**src/bdtnd_defines.vh**
```
// register offsets, field positions, reset values and timing figures of the baud timer block
// assumes inclusion by bare name from the top design file under src/ and from the files under tb/
`ifndef BDTND_DEFINES_VH
`define BDTND_DEFINES_VH

// register byte offsets
`define BDTND_OFF_CTRL 8'h00
`define BDTND_OFF_RELOAD 8'h04
`define BDTND_OFF_COUNT 8'h08
`define BDTND_OFF_TMR1 8'h0C
`define BDTND_OFF_STAT 8'h10
`define BDTND_OFF_CLR 8'h14
`define BDTND_OFF_IEN 8'h18
`define BDTND_OFF_PRE 8'h1C

// control register fields
`define BDTND_CTRL_EN 0
`define BDTND_CTRL_NDM 1
`define BDTND_CTRL_DBL 2
`define BDTND_CTRL_T1RUN 3
`define BDTND_CTRL_SMODE_LO 4
`define BDTND_CTRL_SMODE_HI 5
`define BDTND_CTRL_OVF 6

// status and enable fields
`define BDTND_ST_NDOVF 0
`define BDTND_ST_T1OVF 1
`define BDTND_ST_W 2

// reset values
`define BDTND_RST_CTRL 8'h00
`define BDTND_RST_RELOAD 8'h00
`define BDTND_RST_TMR1 8'h00
`define BDTND_RST_PRE 8'h00

// the fixed baud divide: 32 x 2 timer 1 overflows per bit at single rate
`define BDTND_BAUD_DIV 7'h40
`define BDTND_SER_MODE1 2'h1
`define BDTND_SER_MODE3 2'h3

// AXI responses
`define BDTND_RESP_OKAY 2'h0
`define BDTND_RESP_SLVERR 2'h2

`endif

```
**src/bdtnd_reload_counter.v**
```verilog
// WIDTH-bit up counter, 8 by default, that reloads on overflow and flags each wrap
// assumes step is a one-cycle enable from the same clock as aclk
module bdtnd_reload_counter #(
    parameter WIDTH = 8
) (
    input wire aclk,
    input wire aresetn,
    input wire run,
    input wire step,
    input wire [WIDTH-1:0] reload,
    output reg [WIDTH-1:0] count_r,
    output reg wrap_r
);

    wire at_top;
    assign at_top = &count_r;

    // reload in the same step as the wrap, so a period is exactly 2^W - reload steps
    always @(posedge aclk) begin
        if (!aresetn) begin
            count_r <= {WIDTH{1'b0}};
            wrap_r <= 1'b0;
        end else begin
            wrap_r <= 1'b0;
            if (!run) begin
                count_r <= reload; // idle counter sits at reload so it starts from it
            end else if (step) begin
                if (at_top) begin
                    count_r <= reload;
                    wrap_r <= 1'b1;
                end else begin
                    count_r <= count_r + {{(WIDTH-1){1'b0}}, 1'b1};
                end
            end
        end
    end

endmodule

```
**src/bdtnd_top.v**
```verilog
// baud timer and normal divider with an AXI4-Lite register slave
// assumes one clock aclk, synchronous active-low aresetn, single-beat AXI4-Lite master
module bdtnd_top #(
    parameter CW = 8
) (
    input wire aclk,
    input wire aresetn,
    input wire [7:0] s_axi_awaddr,
    input wire s_axi_awvalid,
    output reg s_axi_awready,
    input wire [31:0] s_axi_wdata,
    input wire [3:0] s_axi_wstrb,
    input wire s_axi_wvalid,
    output reg s_axi_wready,
    output reg [1:0] s_axi_bresp,
    output reg s_axi_bvalid,
    input wire s_axi_bready,
    input wire [7:0] s_axi_araddr,
    input wire s_axi_arvalid,
    output reg s_axi_arready,
    output reg [31:0] s_axi_rdata,
    output reg [1:0] s_axi_rresp,
    output reg s_axi_rvalid,
    input wire s_axi_rready,
    output reg baud_tick_r,
    output reg divided_output_clock_r,
    output reg irq_r
);

`include "bdtnd_defines.vh"

    // software state, prescale and baud counters, AXI write capture
    reg [7:0] divider_control_reg;
    reg [7:0] divider_reload_reg;
    reg [7:0] timer1_high_reload_byte;
    reg [7:0] prescale_r;
    reg [`BDTND_ST_W-1:0] stat_r;
    reg [`BDTND_ST_W-1:0] ien_r;
    reg [7:0] pre_cnt_r;
    reg [6:0] baud_cnt_r;
    reg [7:0] aw_addr_r;
    reg aw_have_r;
    reg [31:0] w_data_r;
    reg [3:0] w_strb_r;
    reg w_have_r;

    wire [7:0] divider_count_reg;
    wire t1_wrap;
    wire nd_wrap;
    wire [7:0] t1_count;

    // named control fields
    wire divider_enable_bit;
    wire normal_divider_select;
    wire double_rate_select;
    wire t1_run;
    wire [1:0] ser_mode;
    assign divider_enable_bit = divider_control_reg[`BDTND_CTRL_EN];
    assign normal_divider_select = divider_control_reg[`BDTND_CTRL_NDM];
    assign double_rate_select = divider_control_reg[`BDTND_CTRL_DBL];
    assign t1_run = divider_control_reg[`BDTND_CTRL_T1RUN];
    assign ser_mode = divider_control_reg[`BDTND_CTRL_SMODE_HI:`BDTND_CTRL_SMODE_LO];

    // divider input clock: one-cycle enable from a programmable prescaler
    wire div_step;
    assign div_step = (pre_cnt_r == prescale_r);

    always @(posedge aclk) begin
        if (!aresetn) begin
            pre_cnt_r <= 8'h00;
        end else if (div_step) begin
            pre_cnt_r <= 8'h00;
        end else begin
            pre_cnt_r <= pre_cnt_r + 8'h01;
        end
    end

    // timer 1 in 8-bit auto-reload, counting peripheral clocks; reload byte sets the rate
    bdtnd_reload_counter #(
        .WIDTH(8)
    ) u_timer1 (
        .aclk(aclk),
        .aresetn(aresetn),
        .run(t1_run),
        .step(1'b1),
        .reload(timer1_high_reload_byte),
        .count_r(t1_count),
        .wrap_r(t1_wrap)
    );

    // normal divider: runs only when selected and enabled
    bdtnd_reload_counter #(
        .WIDTH(CW)
    ) u_divider (
        .aclk(aclk),
        .aresetn(aresetn),
        .run(normal_divider_select & divider_enable_bit),
        .step(div_step),
        .reload(divider_reload_reg),
        .count_r(divider_count_reg),
        .wrap_r(nd_wrap)
    );

    // serial modes with a variable rate
    wire var_mode;
    assign var_mode = (ser_mode == `BDTND_SER_MODE1) || (ser_mode == `BDTND_SER_MODE3);

    // bit tick every 64 overflows, or every 32 at double rate; 2^double_rate_select folded into the limit
    wire [6:0] baud_lim;
    assign baud_lim = double_rate_select ? (`BDTND_BAUD_DIV >> 1) : `BDTND_BAUD_DIV;

    always @(posedge aclk) begin
        if (!aresetn) begin
            baud_cnt_r <= 7'h00;
            baud_tick_r <= 1'b0;
        end else begin
            baud_tick_r <= 1'b0;
            if (!var_mode || normal_divider_select) begin
                baud_cnt_r <= 7'h00;
            end else if (t1_wrap) begin
                if (baud_cnt_r == baud_lim - 7'h01) begin
                    baud_cnt_r <= 7'h00;
                    baud_tick_r <= 1'b1;
                end else begin
                    baud_cnt_r <= baud_cnt_r + 7'h01;
                end
            end
        end
    end

    // output clock is one pulse per wrap, so its rate is the step rate over n
    // a toggle would halve the rate; the trade is a narrow high phase
    always @(posedge aclk) begin
        if (!aresetn) begin
            divided_output_clock_r <= 1'b0;
        end else if (!(normal_divider_select & divider_enable_bit)) begin
            divided_output_clock_r <= 1'b0;
        end else begin
            divided_output_clock_r <= nd_wrap;
        end
    end

    // AXI write path: address and data taken in either order
    wire aw_take;
    wire w_take;
    wire wr_go;
    assign aw_take = s_axi_awvalid & s_axi_awready;
    assign w_take = s_axi_wvalid & s_axi_wready;
    assign wr_go = aw_have_r & w_have_r & ~s_axi_bvalid;

    function [7:0] lane_merge;
        input [7:0] old;
        input [31:0] data;
        input [3:0] strb;
        begin
            lane_merge = strb[0] ? data[7:0] : old;
        end
    endfunction

    wire wr_ctrl;
    wire wr_clr;
    assign wr_ctrl = wr_go && (aw_addr_r == `BDTND_OFF_CTRL);
    assign wr_clr = wr_go && (aw_addr_r == `BDTND_OFF_CLR) && w_strb_r[0];

    function addr_ok;
        input [7:0] a;
        begin
            addr_ok = (a[1:0] == 2'b00) && (a <= `BDTND_OFF_PRE);
        end
    endfunction

    always @(posedge aclk) begin
        if (!aresetn) begin
            s_axi_awready <= 1'b1;
            s_axi_wready <= 1'b1;
            s_axi_bvalid <= 1'b0;
            s_axi_bresp <= `BDTND_RESP_OKAY;
            aw_have_r <= 1'b0;
            w_have_r <= 1'b0;
            aw_addr_r <= 8'h00;
            w_data_r <= 32'h00000000;
            w_strb_r <= 4'h0;
        end else begin
            if (aw_take) begin
                aw_addr_r <= s_axi_awaddr;
                aw_have_r <= 1'b1;
                s_axi_awready <= 1'b0;
            end
            if (w_take) begin
                w_data_r <= s_axi_wdata;
                w_strb_r <= s_axi_wstrb;
                w_have_r <= 1'b1;
                s_axi_wready <= 1'b0;
            end
            if (wr_go) begin
                aw_have_r <= 1'b0;
                w_have_r <= 1'b0;
                s_axi_bvalid <= 1'b1;
                s_axi_bresp <= addr_ok(aw_addr_r) ? `BDTND_RESP_OKAY : `BDTND_RESP_SLVERR;
            end
            if (s_axi_bvalid && s_axi_bready) begin
                s_axi_bvalid <= 1'b0;
                s_axi_awready <= 1'b1;
                s_axi_wready <= 1'b1;
            end
        end
    end

    // register writes; the count and status are read-only
    always @(posedge aclk) begin
        if (!aresetn) begin
            divider_control_reg <= `BDTND_RST_CTRL;
            divider_reload_reg <= `BDTND_RST_RELOAD;
            timer1_high_reload_byte <= `BDTND_RST_TMR1;
            prescale_r <= `BDTND_RST_PRE;
            ien_r <= {`BDTND_ST_W{1'b0}};
        end else if (wr_go) begin
            case (aw_addr_r)
                `BDTND_OFF_CTRL: begin
                    divider_control_reg <= lane_merge(divider_control_reg, w_data_r, w_strb_r);
                end
                `BDTND_OFF_RELOAD: begin
                    divider_reload_reg <= lane_merge(divider_reload_reg, w_data_r, w_strb_r);
                end
                `BDTND_OFF_TMR1: begin
                    timer1_high_reload_byte <=
                        lane_merge(timer1_high_reload_byte, w_data_r, w_strb_r);
                end
                `BDTND_OFF_PRE: begin
                    prescale_r <= lane_merge(prescale_r, w_data_r, w_strb_r);
                end
                `BDTND_OFF_IEN: begin
                    if (w_strb_r[0]) begin
                        ien_r <= w_data_r[`BDTND_ST_W-1:0];
                    end
                end
                default: begin
                    ien_r <= ien_r;
                end
            endcase
        end
    end

    // sticky status; a new event beats a clear in the same cycle
    wire [`BDTND_ST_W-1:0] ev;
    wire [`BDTND_ST_W-1:0] clr_mask;
    assign ev = {t1_wrap & t1_run, nd_wrap};
    assign clr_mask = wr_clr ? w_data_r[`BDTND_ST_W-1:0] : {`BDTND_ST_W{1'b0}};

    // overflow flag also readable in the control register, write 1 to clear there too
    wire ovf_wclr;
    assign ovf_wclr = wr_ctrl && w_strb_r[0] && w_data_r[`BDTND_CTRL_OVF];

    always @(posedge aclk) begin
        if (!aresetn) begin
            stat_r <= {`BDTND_ST_W{1'b0}};
            irq_r <= 1'b0;
        end else begin
            stat_r <= ev | (stat_r & ~clr_mask &
                ~{{(`BDTND_ST_W-1){1'b0}}, ovf_wclr});
            irq_r <= |((ev | (stat_r & ~clr_mask)) & ien_r);
        end
    end

    // read path: one cycle after the address is taken
    reg [31:0] rd_mux;
    always @* begin
        rd_mux = 32'h00000000;
        case (s_axi_araddr)
            `BDTND_OFF_CTRL: begin
                rd_mux[7:0] = divider_control_reg;
                rd_mux[`BDTND_CTRL_OVF] = stat_r[`BDTND_ST_NDOVF];
            end
            `BDTND_OFF_RELOAD: rd_mux[7:0] = divider_reload_reg;
            `BDTND_OFF_COUNT: rd_mux[7:0] = divider_count_reg;
            `BDTND_OFF_TMR1: rd_mux[15:0] = {t1_count, timer1_high_reload_byte};
            `BDTND_OFF_STAT: rd_mux[`BDTND_ST_W-1:0] = stat_r;
            `BDTND_OFF_IEN: rd_mux[`BDTND_ST_W-1:0] = ien_r;
            `BDTND_OFF_PRE: rd_mux[7:0] = prescale_r;
            default: rd_mux = 32'h00000000;
        endcase
    end

    always @(posedge aclk) begin
        if (!aresetn) begin
            s_axi_arready <= 1'b1;
            s_axi_rvalid <= 1'b0;
            s_axi_rdata <= 32'h00000000;
            s_axi_rresp <= `BDTND_RESP_OKAY;
        end else begin
            if (s_axi_arvalid && s_axi_arready) begin
                s_axi_arready <= 1'b0;
                s_axi_rvalid <= 1'b1;
                s_axi_rdata <= rd_mux;
                s_axi_rresp <= addr_ok(s_axi_araddr) ? `BDTND_RESP_OKAY : `BDTND_RESP_SLVERR;
            end else if (s_axi_rvalid && s_axi_rready) begin
                s_axi_rvalid <= 1'b0;
                s_axi_arready <= 1'b1;
            end
        end
    end

endmodule

```
**config.mk**
```make
export PLATFORM = sky130hd
export DESIGN_NAME = bdtnd_top
export DESIGN_NICKNAME = d
export VERILOG_FILES = /design/src/bdtnd_reload_counter.v /design/src/bdtnd_top.v
export VERILOG_INCLUDE_DIRS = /design/src /design/src/src
export SDC_FILE = /design/constraint.sdc
export NUM_CORES = 1
export LEC_CHECK = 0
export ABC_AREA = 1
export BUFFER_PORTS_ARGS = -buffer_cell sky130_fd_sc_hd__buf_2
export CORE_MARGIN = 4
export CORE_UTILIZATION = 57
export CTS_BUF_LIST = sky130_fd_sc_hd__clkbuf_4 sky130_fd_sc_hd__clkbuf_8
export CTS_CLUSTER_DIAMETER = 80
export DETAILED_ROUTE_END_ITERATION = 7
export GPL_TIMING_DRIVEN = 0
export PLACE_DENSITY = 0.82
export SYNTH_ARGS = -nofsm -noshare
export SYNTH_HDL_FRONTEND = slang
export SYNTH_SLANG_ARGS = --single-unit
```
**constraint.sdc**
```tcl
create_clock -name aclk -period 1.8 [get_ports aclk]
set_input_delay 0.36 -clock aclk [delete_from_list [all_inputs] [get_ports aclk]]
set_output_delay 0.36 -clock aclk [all_outputs]
set_load 0.01 [all_outputs]
```
==> impl_metrics.env, run 1 <==
export IMPL_synth_area_per_cell_um2=7.38
export IMPL_cp_end_kind="flip-flop"
export IMPL_clock_latency_ns=0.44
export IMPL_hold_path_class="in -> reg"
export IMPL_die_area_um2=10600
export IMPL_ys_flop_type="dfxtp_1"
export IMPL_antenna_found_initial=0
export IMPL_diodes=0
export IMPL_r2r_start="u_timer1.count_r[1]"
export IMPL_area_growth_pct=16.7
export IMPL_place_hpwl_mm=9.99
export IMPL_grt_pass1_vias=4606
export IMPL_regArea_um2=2270
export IMPL_drt_total_wl_mm=13.5
export IMPL_path_buf_inv=2
export IMPL_cp_slowest_cell="dfxtp_1"
export IMPL_seq_area_frac_synth_pct=44.1
export IMPL_dieWidth_um=103
export IMPL_dr_pass1_iters=5
export IMPL_pin_count=103
export IMPL_slew_headroom_pct=54.1
export IMPL_status="finished, final reports clean"
export IMPL_clk_pin_slew_ns=0.07
export IMPL_power_leakage_nw=2.60
export IMPL_rsz0062_at_grt="false"
export IMPL_gr_total_overflow=0
export IMPL_multi_input_area_um2=2400
export IMPL_crit_family="simple AND/OR/NAND/NOR gates"
export IMPL_rr_endpoint="u_timer1.count_r[0]"
export IMPL_cp_cell_sequence="ha_2 > nand2_1 > nor2_2 > nand2_1 > nand2_1 > inv_1 > buf_2 > o21ai_0 > a21oi_1"
export IMPL_hold_viol_final=0
export IMPL_synth_seq_cells=113
export IMPL_crit_arrival_ns=1.99
export IMPL_vias_per_cell=5.51
export IMPL_core_area_um2=8720
export IMPL_clock_fmax_mhz=600
export IMPL_grt_pass1_wl_mm=21.7
export IMPL_fin_crit_ns=1.67
export IMPL_crit_path_max_incr_delay_ns=0.37
export IMPL_rrSetupSlack_ns=0.13
export IMPL_yosysUniqueCellTypes=39
export IMPL_cts_tree="yes"
export IMPL_startpoint_type="flip-flop"
export IMPL_syn_inst=695
export IMPL_io_buffers=57
export IMPL_grt_max_degree=17
export IMPL_fin_nets=851
export IMPL_worst_r2r_cell_count=9
export IMPL_cts_root_buf="clkbuf_8"
export IMPL_htreeDepth=4
export IMPL_cts_resized_gates=0
export IMPL_largest_register="s_axi_rdata"
export IMPL_vias=5007
export IMPL_dp_cells=877
export IMPL_synth_edff_count=0
export IMPL_period_share_pct=92.7
export IMPL_max_vdd_ir_drop_v=0.000544
export IMPL_async_flop_share_pct=0
export IMPL_drc=0
export IMPL_place_congestion=0.937
export IMPL_fin_cells=908
export IMPL_hold_end="s_axi_wready"
export IMPL_setup_violations=0
export IMPL_skew_ns=0.00900
export IMPL_maxCapViolations=0
export IMPL_powerDensity_nw_per_um2=876
export IMPL_synth_cell_area_um2=5130
export IMPL_crit_top_cell="nand2_1"
export IMPL_rows=34
export IMPL_cts_hold_buf=0
export IMPL_grt_util_all_layers_pct=26.5
export IMPL_die_y_um=103
export IMPL_min_from="s_axi_bready"
export IMPL_drv_slew=0
export IMPL_cts_buffers=17
export IMPL_ys_warn_count=0
export IMPL_antenna_left=0
export IMPL_largest_reg_flops=16
export IMPL_wl_per_cell_um=14.9
export IMPL_clk_path_buf_depth=2
export IMPL_hold_depth=3
export IMPL_finalSetupTns_ns=0
export IMPL_cp_required_ns=2.12
export IMPL_drive_above_1_share_pct=16.9
export IMPL_tightest_slew_ns=0.689
export IMPL_path_class="reg -> reg"
export IMPL_first_iter_violations=372
export IMPL_fill_cells=772
export IMPL_cp_max_fo=10
export IMPL_start_util_pct=58.8
export IMPL_clock_sinks=113
export IMPL_post_cts_buffers=0
[logic make-up after synthesis]
| logic type | after synthesis | synth area share, % |
|---|---|---|
| xor+xnor | 14 | 2.39 |
| other cells | 1 | 0.0731 |
| fa+ha+maj | 4 | 0.976 |
| mux | 1 | 0.195 |
| compound gates | 183 | 19.0 |
| simple gates | 262 | 22.8 |
| flops | 113 | 44.1 |
| buf+inv | 117 | 10.5 |
[metal layers]
layer,vias up,share of wire (%),global-route usage (%)
met2,244,45,42.1
met5,-,0,0
met1,2273,43,34.2
li1,2451,-,-
met4,0,2.8,12.8
met3,39,8.5,5.89
[cell usage in the layout, fill, tap and decap left out, drive strengths merged]
master and instances:
clkinv 8, a211oi 8, o21ai 81, and3 1
buf 82, nor2 77, conb 18, dfxtp 113
a41oi 1, o31ai 1, clkinvlp 4, nand2 116
mux2i 1, a21boi 1, a31o 1, a31oi 4
xor2 7, clkbuf 31, inv 79, nor3 12
ha 4, xnor2 7, nor3b 2, a21oi 79
nand4 5, bufinv 1, nand3 47, o22ai 5
o21a 2, nor4 2
[cell type report]
cell class,count,area share [%]
Sequential cell,113,37.9
Timing Repair Buffer,57,4.77
Inverter,79,4.96
Clock buffer,18,4.14
Tap cell,108,2.26
Multi-Input combinational cell,482,40.1
Clock inverter,13,1.92
Buffer,38,4.01
[stage by stage]
| step | cell area [um2] | power (mW) | hold WS [ns] | utilization (%) | setup WS [ns] |
|---|---|---|---|---|---|
| 5_1_grt | 5980 | 5.42 | 0.193 | 68.6 | 0.0104 |
| 2_1_floorplan | 5190 | 2.93 | 0.430 | - | 0.381 |
| 3_5_place_dp | 5610 | 3.09 | 0.452 | 64.4 | -0.120 |
| 3_3_place_gp | 5610 | 3.08 | 0.445 | 64.4 | -0.143 |
| 6_report | 5980 | 5.24 | 0.178 | 68.6 | 0.132 |
| 4_1_cts | 5980 | 5.25 | 0.162 | 68.5 | 0.0491 |
[cell usage after synthesis, types with 2 or more instances]
master      n  area, um2
buf_4      19        143
nand4_1     4       25.0
a211oi_1    6       45.0
o21a_1      2       15.0
inv_2       2       7.51
nand2_1   114        428
nor4_1      2       12.5
inv_1      76        285
ha_1        4       50.1
nor2_4      4       45.0
nor3_1     10       50.1
buf_6       3       33.8
dfxtp_1   113       2260
a211oi_2    2       25.0
o22ai_1     5       31.3
nand2_2     2       12.5
a31oi_1     4       25.0
nand3_1    45        225
xor2_1      7       61.3
nor2_1     73        274
clkbuf_1   13       48.8
a21oi_1    79        395
nor3b_1     2       15.0
buf_2       3       15.0
xnor2_1     7       61.3
o21ai_0    81        405
[how the worst max path moves through the flow]
stage	start	endpoint	slack [ns]	depth (start not counted)
4_1_cts	u_timer1.count_r[0]	u_timer1.count_r[3]	0.05	9
3_3_place_gp	aresetn	divided_output_clock_r	-0.14	5
2_1_floorplan	u_timer1.count_r[0]	u_timer1.count_r[7]	0.38	9
3_5_place_dp	aresetn	divided_output_clock_r	-0.12	5
6_report	u_timer1.count_r[1]	u_timer1.count_r[0]	0.13	9
5_1_grt	s_axi_arready	s_axi_rdata[7]	0.01	5
[where the power goes]
part	internal (mW)	total [mW]	switching (mW)
Combinational	0.145	0.419	0.274
Clock	1.11	2.20	1.08
Sequential	2.57	2.63	0.0526
[worst min-delay path: stages]
cell     delay (ns)
buf_2          0.07
a21oi_1        0.08
nand2_1        0.06
Note: power is estimated with default switching activity, not from simulation.
==> run 2, diff against run 1 <==
--- a/config.mk
+++ b/config.mk
@@ -11,10 +11,11 @@
 export CORE_MARGIN = 4
 export CORE_UTILIZATION = 57
 export CTS_BUF_LIST = sky130_fd_sc_hd__clkbuf_4 sky130_fd_sc_hd__clkbuf_8
-export CTS_CLUSTER_DIAMETER = 80
+export CTS_CLUSTER_DIAMETER = 150
 export DETAILED_ROUTE_END_ITERATION = 7
 export GPL_TIMING_DRIVEN = 0
 export PLACE_DENSITY = 0.82
+export REMOVE_ABC_BUFFERS = 1
 export SYNTH_ARGS = -nofsm -noshare
 export SYNTH_HDL_FRONTEND = slang
 export SYNTH_SLANG_ARGS = --single-unit
==> run 2 against run 1 <==
Against the previous run:
- global-route usage decreased by 1.5 points
- sequential share of layout area increased by 0.99 points
- largest cell class unchanged
- critical path type is now in -> reg
- sequential power about the same
==> impl_metrics.env, run 2 (synthesis results as in run 1) <==
export IMPL_status="finished, final reports clean"
export IMPL_die_area_um2=10600
export IMPL_vias=4882
export IMPL_skew_ns=0.0136
export IMPL_layout_commonest_cell="nand2_1"
export IMPL_io_buffers=57
export IMPL_hold_path_class="in -> reg"
export IMPL_powerDensity_nw_per_um2=934
export IMPL_die_y_um=103
export IMPL_period_share_pct=93.1
export IMPL_cts_tree="yes"
export IMPL_area_growth_pct=13.6
export IMPL_clk_pin_slew_ns=0.07
export IMPL_diodes=0
export IMPL_place_area_um2=5370
export IMPL_tightest_slew_ns=0.715
export IMPL_clock_fmax_mhz=597
export IMPL_max_vdd_ir_drop_v=0.000534
export IMPL_cts_buffers=17
export IMPL_clk_path_buf_depth=2
export IMPL_vias_per_cell=5.59
export IMPL_core_area_um2=8720
export IMPL_start_util_pct=58.8
export IMPL_pin_count=103
export IMPL_rows=34
export IMPL_antenna_found_initial=0
export IMPL_cts_hold_buf=0
export IMPL_drt_total_wl_mm=13.0
export IMPL_startpoint_type="input port"
export IMPL_place_hpwl_mm=8.93
export IMPL_slew_headroom_pct=52.1
export IMPL_crit_arrival_ns=2.03
export IMPL_wl_per_cell_um=14.8
export IMPL_grt_pass1_wl_mm=20.7
export IMPL_gr_total_overflow=0
export IMPL_rrSetupSlack_ns=0.18
export IMPL_drive_above_1_share_pct=15.0
export IMPL_fin_cells=873
export IMPL_mostFrequentLayoutCells="nand2_1 (113), dfxtp_1 (112), o21ai_0 (80)"
export IMPL_largest_reg_flops=16
export IMPL_hold_viol_final=0
export IMPL_grt_pass1_vias=4460
export IMPL_power_leakage_nw=2.45
export IMPL_setup_violations=0
export IMPL_grt_util_all_layers_pct=25.0
export IMPL_cp_end_kind="flip-flop"
export IMPL_antenna_left=0
export IMPL_clock_sinks=113
export IMPL_cp_max_fo=78
export IMPL_drv_slew=0
export IMPL_fin_crit_ns=1.68
export IMPL_finalSetupTns_ns=0
export IMPL_stdcell_area_um2=5830
export IMPL_drc=0
export IMPL_place_congestion=0.991
export IMPL_maxCapViolations=0
export IMPL_dp_cells=839
export IMPL_dieWidth_um=103
export IMPL_cts_root_buf="clkbuf_8"
export IMPL_grt_max_degree=79
export IMPL_dr_pass1_iters=5
export IMPL_path_class="in -> reg"
export IMPL_fin_nets=815
export IMPL_cp_required_ns=2.16
export IMPL_htreeDepth=4
export IMPL_rsz0062_at_grt="false"
export IMPL_clock_latency_ns=0.43
export IMPL_first_iter_violations=459
export IMPL_largest_register="s_axi_rdata"
export IMPL_final_core_util_pct=66.8
-- run 2: worst max-delay path, cell delays in order --
cell	delay [ns]
buf_6	0.37
clkinvlp_4	0.44
nor3_1	0.26
inv_1	0.14
nor2_1	0.18
o21ai_0	0.12
a21oi_1	0.12
-- run 2: path summary, 6_finish.rpt --
check	startpoint	to	cells after the start
worst max register to register	u_divider.count_r[0]	u_divider.count_r[4]	9
worst min register to register	s_axi_awready	s_axi_awready	2
worst min-delay path	s_axi_awaddr[5]	aw_addr_r[5]	3
worst max-delay path	aresetn	baud_cnt_r[6]	7
-- run 2: area by class of cell --
cell class | instances | area (um2)
Clock buffer | 18 | 241
Clock inverter | 14 | 166
Fill cell | 721 | 2900
Inverter | 79 | 304
Multi-Input combinational cell | 482 | 2410
Sequential cell | 113 | 2260
Tap cell | 108 | 135
Timing Repair Buffer | 57 | 292
Timing Repair inverter | 2 | 12.5
-- run 2: repair_timing --
item	CTS	global route
endpoints found under the hold margin	0	0
gates cloned	1	1
resized for setup	4	9
pin swaps	0	0
setup endpoints to repair	33	19
buffers inserted	0	0
-- run 2: metal layers --
metal  GRT usage (%)  share of wire (%)  up-vias
met2            40.4                 48      221
met1            31.9                 41     2244
met3            5.89                8.2       41
met5               0                  0        -
li1                -                  -     2376
met4            11.3                2.9        0
-- run 2: power by group --
group	switching [mW]	internal, mW
clock network	1.06	1.38
logic	0.264	0.115
registers	0.0506	2.57
-- run 2: through the flow --
stage | hold WS, ns | power (mW) | setup WS [ns]
floorplan | 0.429 | 2.88 | 0.401
global placement | 0.451 | 3.02 | -1.10
detailed placement | 0.462 | 3.03 | -1.12
CTS | 0.177 | 5.44 | 0.0270
global route | 0.196 | 5.63 | 0.0175
finish | 0.186 | 5.44 | 0.124
